## src/rla_pkg.sv

```systemverilog
// Shared constants and types for the receive look-ahead descriptor chain
`default_nettype none
package rla_pkg;
	// ------------------------------------------------------------
	// Sizes and reset values
	// ------------------------------------------------------------
	localparam int         RLA_IDX_W      = 4;
	localparam int         RLA_SIZE_W     = 16;
	localparam int         RLA_RING_LEN   = 9;
	localparam int         RLA_DATA_W     = 8;
	localparam logic [3:0] RLA_RESET_IDX  = 4'h0;
	localparam logic [3:0] RLA_RESET_SUCC = 4'h1;
	localparam logic       RLA_FLAG_CLR   = 1'b0;
	localparam logic       RLA_FLAG_SET   = 1'b1;

	// ------------------------------------------------------------
	// Controller states
	// ------------------------------------------------------------
	typedef enum logic [2:0] {
		RLA_S_READ,
		RLA_S_FILL,
		RLA_S_LOOK,
		RLA_S_WR,
		RLA_S_DROP
	} rla_state_t;
endpackage : rla_pkg
`default_nettype wire

```

## src/rla_rx_chain.sv

```systemverilog
// Receive descriptor walker: frame spreading, end marking, discard and skip
`timescale 1ns/10ps
`default_nettype none
module rla_rx_chain
	import rla_pkg::*;
#(
	parameter int IDX_W    = rla_pkg::RLA_IDX_W,
	parameter int SIZE_W   = rla_pkg::RLA_SIZE_W,
	parameter int RING_LEN = rla_pkg::RLA_RING_LEN
) (
	input  wire logic                          clock,
	input  wire logic                          rst,
	input  wire logic                          lookahead_chain_enable,
	output logic                               desc_rd_req,
	output logic      [IDX_W-1:0]              desc_rd_idx,
	input  wire logic                          desc_rd_ack,
	input  wire logic                          desc_own,
	input  wire logic                          desc_frame_begin_flag,
	input  wire logic [SIZE_W-1:0]             desc_size,
	output logic                               desc_wr_req,
	output logic      [IDX_W-1:0]              desc_wr_idx,
	output logic                               desc_wr_own,
	output logic                               desc_wr_frame_begin_flag,
	output logic                               desc_wr_frame_end_flag,
	output logic                               desc_wr_fault,
	input  wire logic                          desc_wr_ack,
	input  wire logic                          rx_valid,
	input  wire logic [rla_pkg::RLA_DATA_W-1:0] rx_data,
	input  wire logic                          rx_last,
	input  wire logic                          rx_err,
	output logic                               rx_ready,
	output logic                               buf_valid,
	output logic      [IDX_W-1:0]              buf_idx,
	output logic      [SIZE_W-1:0]             buf_offset,
	output logic      [rla_pkg::RLA_DATA_W-1:0] buf_data,
	output logic                               frame_done,
	output logic      [IDX_W-1:0]              cur_idx
);
	import rla_pkg::*;

	localparam logic [SIZE_W-1:0] ONE = SIZE_W'(1);

	// ------------------------------------------------------------
	// State
	// ------------------------------------------------------------
	rla_state_t        state, next_state, after, next_after;
	logic [IDX_W-1:0]  succ, next_succ, next_cur;
	logic [SIZE_W-1:0] remain, next_remain, next_offset;
	logic              cur_begin, next_cur_begin, frame_end_pending, next_frame_end_pending;
	logic [IDX_W-1:0]  next_wr_idx;
	logic              next_wr_own, next_wr_begin, next_wr_end, next_wr_fault;
	logic              next_rx_ready;

	wire take      = rx_valid && rx_ready;
	wire rd_done   = desc_rd_req && desc_rd_ack;
	wire wr_done   = desc_wr_req && desc_wr_ack;
	wire may_start = desc_own && (desc_frame_begin_flag || !lookahead_chain_enable);
	wire is_orphan = lookahead_chain_enable && !desc_frame_begin_flag;
	// Chaining never steals a new group's start, even with chaining off
	wire can_chain = desc_own && !desc_frame_begin_flag;

	rla_ring_step #(.IDX_W(IDX_W), .RING_LEN(RING_LEN)) u_step (
		.idx  (next_cur),
		.succ (next_succ)
	);

	// ------------------------------------------------------------
	// Next-state decode
	// ------------------------------------------------------------
	always_comb
	begin
		next_state             = state;
		next_after             = after;
		next_cur               = cur_idx;
		next_remain            = remain;
		next_offset            = buf_offset;
		next_cur_begin         = cur_begin;
		next_frame_end_pending = frame_end_pending;
		next_wr_idx            = desc_wr_idx;
		next_wr_own            = desc_wr_own;
		next_wr_begin          = desc_wr_frame_begin_flag;
		next_wr_end            = desc_wr_frame_end_flag;
		next_wr_fault          = desc_wr_fault;
		unique case (state)
			RLA_S_READ:
				if (rd_done)
				begin
					if (may_start)
					begin
						// Start here; the descriptor stays untouched until data lands
						next_state     = RLA_S_FILL;
						next_remain    = desc_size;
						next_offset    = '0;
						next_cur_begin = desc_frame_begin_flag;
					end
					else if (desc_own && is_orphan)
					begin
						// Discard writes all flags zero
						next_wr_idx            = cur_idx;
						next_wr_own            = RLA_FLAG_CLR;
						next_wr_begin          = RLA_FLAG_CLR;
						next_wr_end            = RLA_FLAG_CLR;
						next_wr_fault          = RLA_FLAG_CLR;
						next_frame_end_pending = RLA_FLAG_CLR;
						next_state             = RLA_S_WR;
						next_after             = RLA_S_READ;
						next_cur               = succ;
					end
					else if (is_orphan)
					begin
						// Unowned, no write: end flag left as it was
						next_cur = succ;
					end
				end
			RLA_S_FILL:
				if (take)
				begin
					next_remain = remain - ONE;
					next_offset = buf_offset + ONE;
					if (rx_last)
					begin
						// Frame ends in this buffer
						next_wr_idx            = cur_idx;
						next_wr_own            = RLA_FLAG_CLR;
						next_wr_begin          = cur_begin;
						next_wr_end            = !rx_err;
						next_wr_fault          = rx_err;
						next_frame_end_pending = RLA_FLAG_SET;
						next_state             = RLA_S_WR;
						next_after             = RLA_S_READ;
						next_cur               = succ;
					end
					else if (remain == ONE)
						next_state = RLA_S_LOOK;
				end
			RLA_S_LOOK:
				if (rd_done)
				begin
					next_wr_idx            = cur_idx;
					next_wr_own            = RLA_FLAG_CLR;
					next_wr_begin          = cur_begin;
					next_wr_end            = RLA_FLAG_CLR;
					next_frame_end_pending = RLA_FLAG_SET;
					next_state             = RLA_S_WR;
					next_cur               = succ;
					if (can_chain)
					begin
						// Spill into the owned successor
						next_wr_fault          = RLA_FLAG_CLR;
						next_frame_end_pending = RLA_FLAG_CLR;
						next_after             = RLA_S_FILL;
						next_remain            = desc_size;
						next_offset            = '0;
						next_cur_begin         = RLA_FLAG_CLR;
					end
					else
					begin
						// No buffer to chain into: close with fault, drop the rest
						next_wr_fault = RLA_FLAG_SET;
						next_after    = RLA_S_DROP;
					end
				end
			RLA_S_WR:
				if (wr_done)
					next_state = after;
			RLA_S_DROP:
				if (take && rx_last)
					next_state = RLA_S_READ;
		endcase
	end

	always_comb
	begin
		next_rx_ready = 1'b0;
		if (next_state == RLA_S_DROP)
			next_rx_ready = 1'b1;
		else if (next_state == RLA_S_FILL)
			next_rx_ready = (next_remain != '0);
	end

	// ------------------------------------------------------------
	// Registers
	// ------------------------------------------------------------
	always_ff @(posedge clock)
	begin
		if (rst)
		begin
			state                    <= RLA_S_READ;
			after                    <= RLA_S_READ;
			cur_idx                  <= IDX_W'(RLA_RESET_IDX);
			succ                     <= IDX_W'(RLA_RESET_SUCC);
			remain                   <= '0;
			buf_offset               <= '0;
			cur_begin                <= RLA_FLAG_CLR;
			frame_end_pending        <= RLA_FLAG_CLR;
			desc_rd_req              <= 1'b0;
			desc_rd_idx              <= '0;
			desc_wr_req              <= 1'b0;
			desc_wr_idx              <= '0;
			desc_wr_own              <= RLA_FLAG_CLR;
			desc_wr_frame_begin_flag <= RLA_FLAG_CLR;
			desc_wr_frame_end_flag   <= RLA_FLAG_CLR;
			desc_wr_fault            <= RLA_FLAG_CLR;
			rx_ready                 <= 1'b0;
			buf_valid                <= 1'b0;
			buf_idx                  <= '0;
			buf_data                 <= '0;
			frame_done               <= 1'b0;
		end
		else
		begin
			state                    <= next_state;
			after                    <= next_after;
			cur_idx                  <= next_cur;
			succ                     <= next_succ;
			remain                   <= next_remain;
			buf_offset               <= next_offset;
			cur_begin                <= next_cur_begin;
			frame_end_pending        <= next_frame_end_pending;
			// Look-ahead reads the successor while the current buffer is still held
			desc_rd_req              <= (next_state == RLA_S_READ) || (next_state == RLA_S_LOOK);
			desc_rd_idx              <= (next_state == RLA_S_LOOK) ? next_succ : next_cur;
			desc_wr_req              <= (next_state == RLA_S_WR);
			desc_wr_idx              <= next_wr_idx;
			desc_wr_own              <= next_wr_own;
			desc_wr_frame_begin_flag <= next_wr_begin;
			desc_wr_frame_end_flag   <= next_wr_end;
			desc_wr_fault            <= next_wr_fault;
			rx_ready                 <= next_rx_ready;
			buf_valid                <= take && (state == RLA_S_FILL);
			buf_idx                  <= cur_idx;
			buf_data                 <= rx_data;
			frame_done               <= wr_done && frame_end_pending;
		end
	end

	// ------------------------------------------------------------
	// Checks
	// ------------------------------------------------------------
	start_here_a: assert property (@(posedge clock) disable iff (rst)
		state == RLA_S_READ && rd_done && lookahead_chain_enable && !(desc_own && desc_frame_begin_flag)
		|=> state != RLA_S_FILL)
		else $error("frame started without holder and begin");
	keep_current_a: assert property (@(posedge clock) disable iff (rst)
		state == RLA_S_READ && rd_done && desc_own && desc_frame_begin_flag
		|=> state == RLA_S_FILL && !desc_wr_req && cur_idx == $past(cur_idx))
		else $error("start descriptor touched");
	orphan_discard_a: assert property (@(posedge clock) disable iff (rst)
		state == RLA_S_READ && rd_done && lookahead_chain_enable && desc_own && !desc_frame_begin_flag
		|=> desc_wr_req && !desc_wr_own && !desc_wr_frame_end_flag && !desc_wr_frame_begin_flag
		&& desc_wr_idx == $past(cur_idx))
		else $error("owned orphan not discarded with zeros");
	skip_unowned_a: assert property (@(posedge clock) disable iff (rst)
		state == RLA_S_READ && rd_done && lookahead_chain_enable && !desc_own && !desc_frame_begin_flag
		|=> !desc_wr_req && desc_rd_req && desc_rd_idx == $past(succ))
		else $error("unowned entry not skipped");
	frame_end_a: assert property (@(posedge clock) disable iff (rst)
		state == RLA_S_FILL && take && rx_last
		|=> desc_wr_req && desc_wr_frame_end_flag == !$past(rx_err) && desc_wr_fault == $past(rx_err)
		&& !desc_wr_own && desc_wr_idx == $past(cur_idx))
		else $error("frame end not marked in its buffer");
	spill_look_a: assert property (@(posedge clock) disable iff (rst)
		state == RLA_S_FILL && take && !rx_last && remain == ONE
		|=> state == RLA_S_LOOK && desc_rd_req && desc_rd_idx == $past(succ) && !rx_ready)
		else $error("full buffer did not look ahead");
	chain_mid_a: assert property (@(posedge clock) disable iff (rst)
		state == RLA_S_LOOK && rd_done && can_chain
		|=> desc_wr_req && !desc_wr_frame_end_flag && !desc_wr_own && !desc_wr_fault
		&& desc_wr_frame_begin_flag == $past(cur_begin) && desc_wr_idx == $past(cur_idx))
		else $error("middle buffer returned wrongly");
	no_chain_unowned_a: assert property (@(posedge clock) disable iff (rst)
		state == RLA_S_LOOK && rd_done && !desc_own
		|=> desc_wr_fault ##1 (state != RLA_S_FILL) [*2])
		else $error("chained into an unowned buffer");
	write_hold_a: assert property (@(posedge clock) disable iff (rst)
		desc_wr_req && !desc_wr_ack |=> desc_wr_req && $stable(desc_wr_idx)
		&& $stable(desc_wr_frame_end_flag))
		else $error("descriptor write dropped before ack");
	ready_scope_a: assert property (@(posedge clock) disable iff (rst)
		rx_ready |-> (state == RLA_S_FILL && remain != '0) || state == RLA_S_DROP)
		else $error("bytes accepted with no buffer");
endmodule : rla_rx_chain
`default_nettype wire

```

## src/rla_ring_step.sv

```systemverilog
// Successor of a descriptor index around the receive ring
`timescale 1ns/10ps
`default_nettype none
module rla_ring_step #(
	parameter int IDX_W    = rla_pkg::RLA_IDX_W,
	parameter int RING_LEN = rla_pkg::RLA_RING_LEN
) (
	input  wire logic [IDX_W-1:0] idx,
	output logic      [IDX_W-1:0] succ
);
	import rla_pkg::*;

	localparam logic [IDX_W-1:0] LAST = IDX_W'(RING_LEN - 1);
	localparam logic [IDX_W-1:0] ONE  = IDX_W'(1);

	assign succ = (idx == LAST) ? '0 : idx + ONE;
endmodule : rla_ring_step
`default_nettype wire

```

## config.mk

```make
export PLATFORM = sky130hd
export DESIGN_NAME = rla_rx_chain
export DESIGN_NICKNAME = d
export VERILOG_FILES = /design/src/rla_pkg.sv /design/src/rla_rx_chain.sv /design/src/rla_ring_step.sv
export SDC_FILE = /design/constraint.sdc
export NUM_CORES = 1
export LEC_CHECK = 0
export BUFFER_PORTS_ARGS = -buffer_cell sky130_fd_sc_hd__buf_2
export CAP_MARGIN = 20
export CORE_MARGIN = 8
export CORE_UTILIZATION = 54
export DETAILED_ROUTE_END_ITERATION = 6
export MAX_ROUTING_LAYER = met4
export PLACE_DENSITY = 0.8
export SYNTH_ARGS = -nofsm -noshare
export SYNTH_HDL_FRONTEND = slang
export SYNTH_SLANG_ARGS = --single-unit
```

## constraint.sdc

```tcl
create_clock -name clock -period 3.3 [get_ports clock]
set_input_delay 0.495 -clock clock [delete_from_list [all_inputs] [get_ports clock]]
set_output_delay 0.495 -clock clock [all_outputs]
set_load 0.05 [all_outputs]
```

# --- After elaboration in Yosys (flattened, before gate mapping) ---
# Index checks and enable logic that the tools add are counted.
# Widths: inputs -> output; s select.
totals:
  latch_bits: 0
  out_inout_bits: 49
  romBits: 0
  ramBits: 0
  elab_cells: 141
  n_memories: 0
  ff_bits: 77
classes:
  n_reduce_logical: 23
  mux: 76
  bitwise_logic: 0
  n_div: 0
  magnitude_cmp: 0
  n_eq_ne: 18
  shifts: 0
  n_addsub: 3
  multipliers: 0
op_table:
  columns: ["operator", "n"]
  rows:
  - ["$mux 16", 10]
  - ["$pmux 16 s3", 2]
  - ["$mux 4", 15]
  - ["$mux 3", 16]
  - ["$pmux 4 s3", 2]
  - ["$mux 1", 23]
  - ["$add 16x1->16 const B", 1]
  - ["$eq 16x1->1 const B", 1]
  - ["$ne 2x2->1 const B", 8]
  - ["$reduce_bool 16->1", 1]
  - ["$sub 16x1->16 const B", 1]
  - ["$pmux 1 s3", 5]
  - ["$pmux 3 s5", 1]
  - ["$eq 3x2->1 const B", 4]
  - ["$logic_and 1x1->1", 10]
  - ["$pmux 3 s3", 1]
  - ["$reduce_and 7->1", 1]
  - ["$eq 3x1->1 const B", 2]
  - ["$eq 3x3->1 const B", 2]
  - ["$logic_not 3->1", 2]
  - ["$reduce_and 6->1", 1]
  - ["$reduce_and 5->1", 1]
  - ["$add 4x1->4 const B", 1]
  - ["$eq 4x4->1 const B", 1]
  - ["5 further kinds", 8]

# --- Depth between registers and ports, before layout ---
depth:
  ltp_word: 10
  mapped_depth: 10

# --- Cells and area by module ---
# Synthesis repeated with hierarchy kept, for this count alone.
hier_totals:
  cells_unflattened: 433
  area_unflattened_um2: 3672.3
by_module_without_submodules:
  columns: ["module", "seq_area_each_um2", "cells_each", "area_per_inst_um2", "n_inst"]
  rows:
  - ["rla_rx_chain", 1501.4, 420, 3569.7, 1]
  - ["rla_ring_step", 0.0, 13, 102.6, 1]

# --- Worst setup path after synthesis ---
# No wires, ideal clock.
synth_path:
  path_kind: "register to register"
  start: "register rx_ready"
  end: "register rx_ready"
  period_less_slack_ns: 2.956
  setup_time_ns: 0.137
  t_arrival_ns: 2.820
  required_time_ns: 3.163
  path_stages_with_launch: 9
  path_slack_ns: 0.344
  cell_sequence: "dfxtp_1 nand4bb_1 or3_1 buf_2 o311a_1 or4_4 a2111oi_2 and4_1 a31oi_1"
synth_between:
  elab_chain_len: 7
synth_rtl:
  columns: ["item", "line_no", "rtl"]
  rows:
  - ["start: declaration", "rla_rx_chain.sv:31", "output logic rx_ready,"]
  - ["start signal: assignment", "rla_rx_chain.sv:229", "rx_ready <= next_rx_ready;"]
  - ["$logic_and 1x1->1 *", "rla_rx_chain.sv:54", "wire take = rx_valid && rx_ready;"]
  - ["$logic_and 1x1->1", "rla_rx_chain.sv:167", "if (take && rx_last)"]
  - ["$mux 3", "rla_rx_chain.sv:167", null]
  - ["$pmux 3 s5", "rla_rx_chain.sv:84", "unique case (state)"]
  - ["$eq 3x1->1", "rla_rx_chain.sv:177", "else if (next_state == RLA_S_FILL)"]
  - ["$mux 1", "rla_rx_chain.sv:177", null]
  - ["$mux 1 *", "rla_rx_chain.sv:175", "if (next_state == RLA_S_DROP)"]
# Every way passes the cells marked *; elsewhere a longest branch is shown, timed or not.
# A chain may end at the register's enable or synchronous reset.

# --- Final worst setup path ---
layout_path:
  start: "register remain[2]"
  end: "register rx_ready"
layout_between:
  elab_chain_len: 8
layout_rtl:
  columns: ["item", "line_no", "rtl"]
  rows:
  - ["start: declaration", "rla_rx_chain.sv:48", "logic [SIZE_W-1:0] remain, next_remain, next_offset;"]
  - ["start signal: assignment", "rla_rx_chain.sv:216", "remain <= next_remain;"]
  - ["branches (longest 7 deep; another with $sub 16x1->16)", null, null]
  - ["$mux 1 *", "rla_rx_chain.sv:175", null]
# Mark *: on every way between the ends.

==> flow_summary.yaml <==
sta:
  fin_ws_ps: 268
  grt_setup_unrepaired: "false"
  min_period_ps: 3030
  fmax_mhz: 330
  hold_violations: 0
  slew_headroom: 0.496
  maxSlewViolCount: 0
  setup_viol: 0
  fin_setup_tns_ps: 0
  period_share: 0.919
  tightestPinTransition_ps: 755
  finClkSkew_ps: 6.36
cells_and_area:
  mostFrequentLayoutCells: "buf_2 (81), dfxtp_1 (75), nor2_1 (60)"
  final_cells: 585
  drive_above_1_share: 0.232
  multiInputGateArea_mm2: 0.00194
  final_common_cell: "buf_2"
  seq_area_mm2: 0.00150
  diodes: 0
  syn_to_final_growth_pct: 20.5
  fin_nets: 542
  fin_area_mm2: 0.00430
  fill_cells: 545
setup_path:
  ff2ff_setup_slack_ps: 270
  r2r_end: "rx_ready"
  worst_path_most_repeated_cell: "or4_4"
  path_buf_inv: 0
  slowest_stage: "or4_4"
  reg2reg_from: "remain[2]"
  critPathTopFamily: "simple AND/OR/NAND/NOR gates"
  worstSetupEndpointType: "register"
  cpPeakStageDelay_ps: 560
  cp-start-kind: "register"
  path_max_fanout: 7
  cp.arrival_ps: 3240
  crit_type: "register to register"
  cp_cell_sequence: "or4_4, or3_1, o311a_1, or4_4, a2111oi_2, and4_1, a31oi_1"
  rr_worst_depth: 7
  cp.required_ps: 3510
cts:
  clk_path_buf_depth: 2
  root_buffer: "clkbuf_8"
  cts_resized: 0
  cts-hold-fix-buffers: 0
  numClockSinks: 75
  tritoncts: "built"
  htree_levels: 3
  cts_buffers: 9
  clk_pin_slew_ps: 80
  post-cts-setup-buffers: 0
  clk_latency_ps: 340
placed_design:
  io_buffers: 81
  placed_cell_area_mm2: 0.00406
  place_congestion: 0.904
  dp_hpwl_mm: 6.60
  pre_cts_slack_ps: 294
  dpl.cell_count: 569
die:
  ioPinCount: 83
  dieWidth_um: 97.3
  row_count: 29
  start_util: 0.559
  die_area_mm2: 0.00947
  core-area_mm2: 0.00639
  die_y_um: 97.3
synthesis:
  synth_xor_area_frac: 0.0540
  synth-compound-area-share: 0.146
  yosysTopAreaCellShare: 0.420
  yosysUniqueCellTypes: 55
  synth.area.top_cells: "dfxtp_1 (42%), nor2_1 (6.3%), nor2b_1 (4.6%)"
  async_reset_ff_frac: 0
  ys.flop_type: "dfxtp_1"
  ys_seq_area_frac: 0.420
  synthSimpleGateAreaFrac: 0.285
  synth_area_leader_cell: "dfxtp_1"
  ys_ff_latch: 75
  synth.area.mux_share: 0.0403
  synth_fa_ha_area_frac: 0.0175
  synth_top_family_by_area: "simple AND/OR/NAND/NOR gates"
  yosys_warnings: 0
  synthCells: 422
  syn_area_mm2: 0.00357
  synth_edf_count: 0
  avgSynthCellArea_um2: 8.46
  syn_nets: 461
worst_hold_path:
  holdPathEnd: "buf_data[3]"
  min_path_cells: 2
  hold_class: "input pin to register"
  min_from: "rx_data[3]"
pwr:
  total_power_mw: 2.10
  leakagePower_nw: 1.87
  p_per_area_mw_per_mm2: 488
  vdd_drop_max_uv: 415
routing:
  viasPerCell: 5.68
  drtIter0Drc: 184
  vias: 3320
  drt_first_pass_iters: 5
  wl_mm: 9.01
  ant_nets: 0
  wl_per_cell_um: 15.4
  drcViolationCount: 0
global_routing:
  grt_pass1_wl_mm: 15.2
  overflow: 0
  grt_antenna_before_repair: 0
  grt_max_degree: 45
  grt_use_total: 0.196
  grt_pass1_vias: 3195
status:
  status: "completed"
flow_run:
  cap_viol_max_count: 0
sequential cells by signal, indices dropped and copies added, names as in the netlist, 2 cells and up:
| name | cells |
|---|---|
| remain | 16 |
| buf_offset | 16 |
| state | 3 |
| after | 2 |
| desc_rd_idx | 4 |
| buf_data | 8 |
| buf_idx | 4 |
| succ | 4 |
| desc_wr_idx | 4 |
| cur_idx | 4 |
stage by stage:
stage               hold slack (ps)   util
floorplan                       444      -
global placement                456  0.636
detailed placement              465  0.636
CTS                             345  0.674
global route                    336  0.674
finish                          358  0.674
final cells by class:
cell class	instances	share of cell area
clock buffer	10	0.0297
clock inverter	6	0.0262
inverter	12	0.0105
multi-input combinational	314	0.451
sequential	75	0.349
tap	77	0.0224
timing repair buffer	91	0.112
kinds of logic after synthesis:
kind of cell	after synthesis
flip-flops	75
multiplexers	14
adder cells (fa/ha/maj)	5
buffers and inverters	33
XOR/XNOR	22
other	1
AO/OA/AOI/OAI	75
AND/OR/NAND/NOR	197
cell usage after synthesis, types with 3 or more instances:
| cell | n |
|---|---|
| or3_1 | 8 |
| clkbuf_1 | 18 |
| nor2_1 | 60 |
| xor2_1 | 15 |
| a31oi_1 | 7 |
| mux2i_1 | 11 |
| dfxtp_1 | 75 |
| nand3_1 | 14 |
| nor3_1 | 13 |
| a211o_1 | 6 |
| nor2b_1 | 26 |
| ha_1 | 5 |
| nor3b_1 | 3 |
| and3_1 | 3 |
| nand2b_1 | 6 |
| a21oi_1 | 19 |
| a221oi_1 | 4 |
| nand2_1 | 29 |
| a221o_1 | 5 |
| nor4_1 | 10 |
| nand4_1 | 8 |
| inv_1 | 12 |
| or2_2 | 5 |
| a211oi_1 | 6 |
| o21ai_0 | 9 |
| xnor2_1 | 7 |
metal layers:
metal	vias to the layer above	part of all wire	track usage
li1	1652	-	-
met1	1537	0.45	0.236
met2	118	0.47	0.305
met3	13	0.067	0.0505
met4	0	0.017	0.0839
met5	-	0	-
worst max path at each step:
stage	start	endpoint	slack (ps)	cells after the start
after floorplan	rx_ready	rx_ready	340	8
after detailed placement	remain[2]	rx_ready	290	7
after CTS	remain[2]	rx_ready	280	7
after global placement	remain[2]	rx_ready	340	7
final	remain[2]	rx_ready	270	7
after global routing	remain[2]	rx_ready	110	7
worst reg2reg max path: stages, from the launching register on:
cell	delay (ps)
dfxtp_1	360
or4_4	560
or3_1	480
o311a_1	340
or4_4	540
a2111oi_2	320
and4_1	230
a31oi_1	80
power breakdown:
part | switching [mW] | internal (mW)
logic | 0.186 | 0.116
clock network | 0.333 | 0.505
registers | 0.0269 | 0.932
Power figures use the tool's default switching activity.
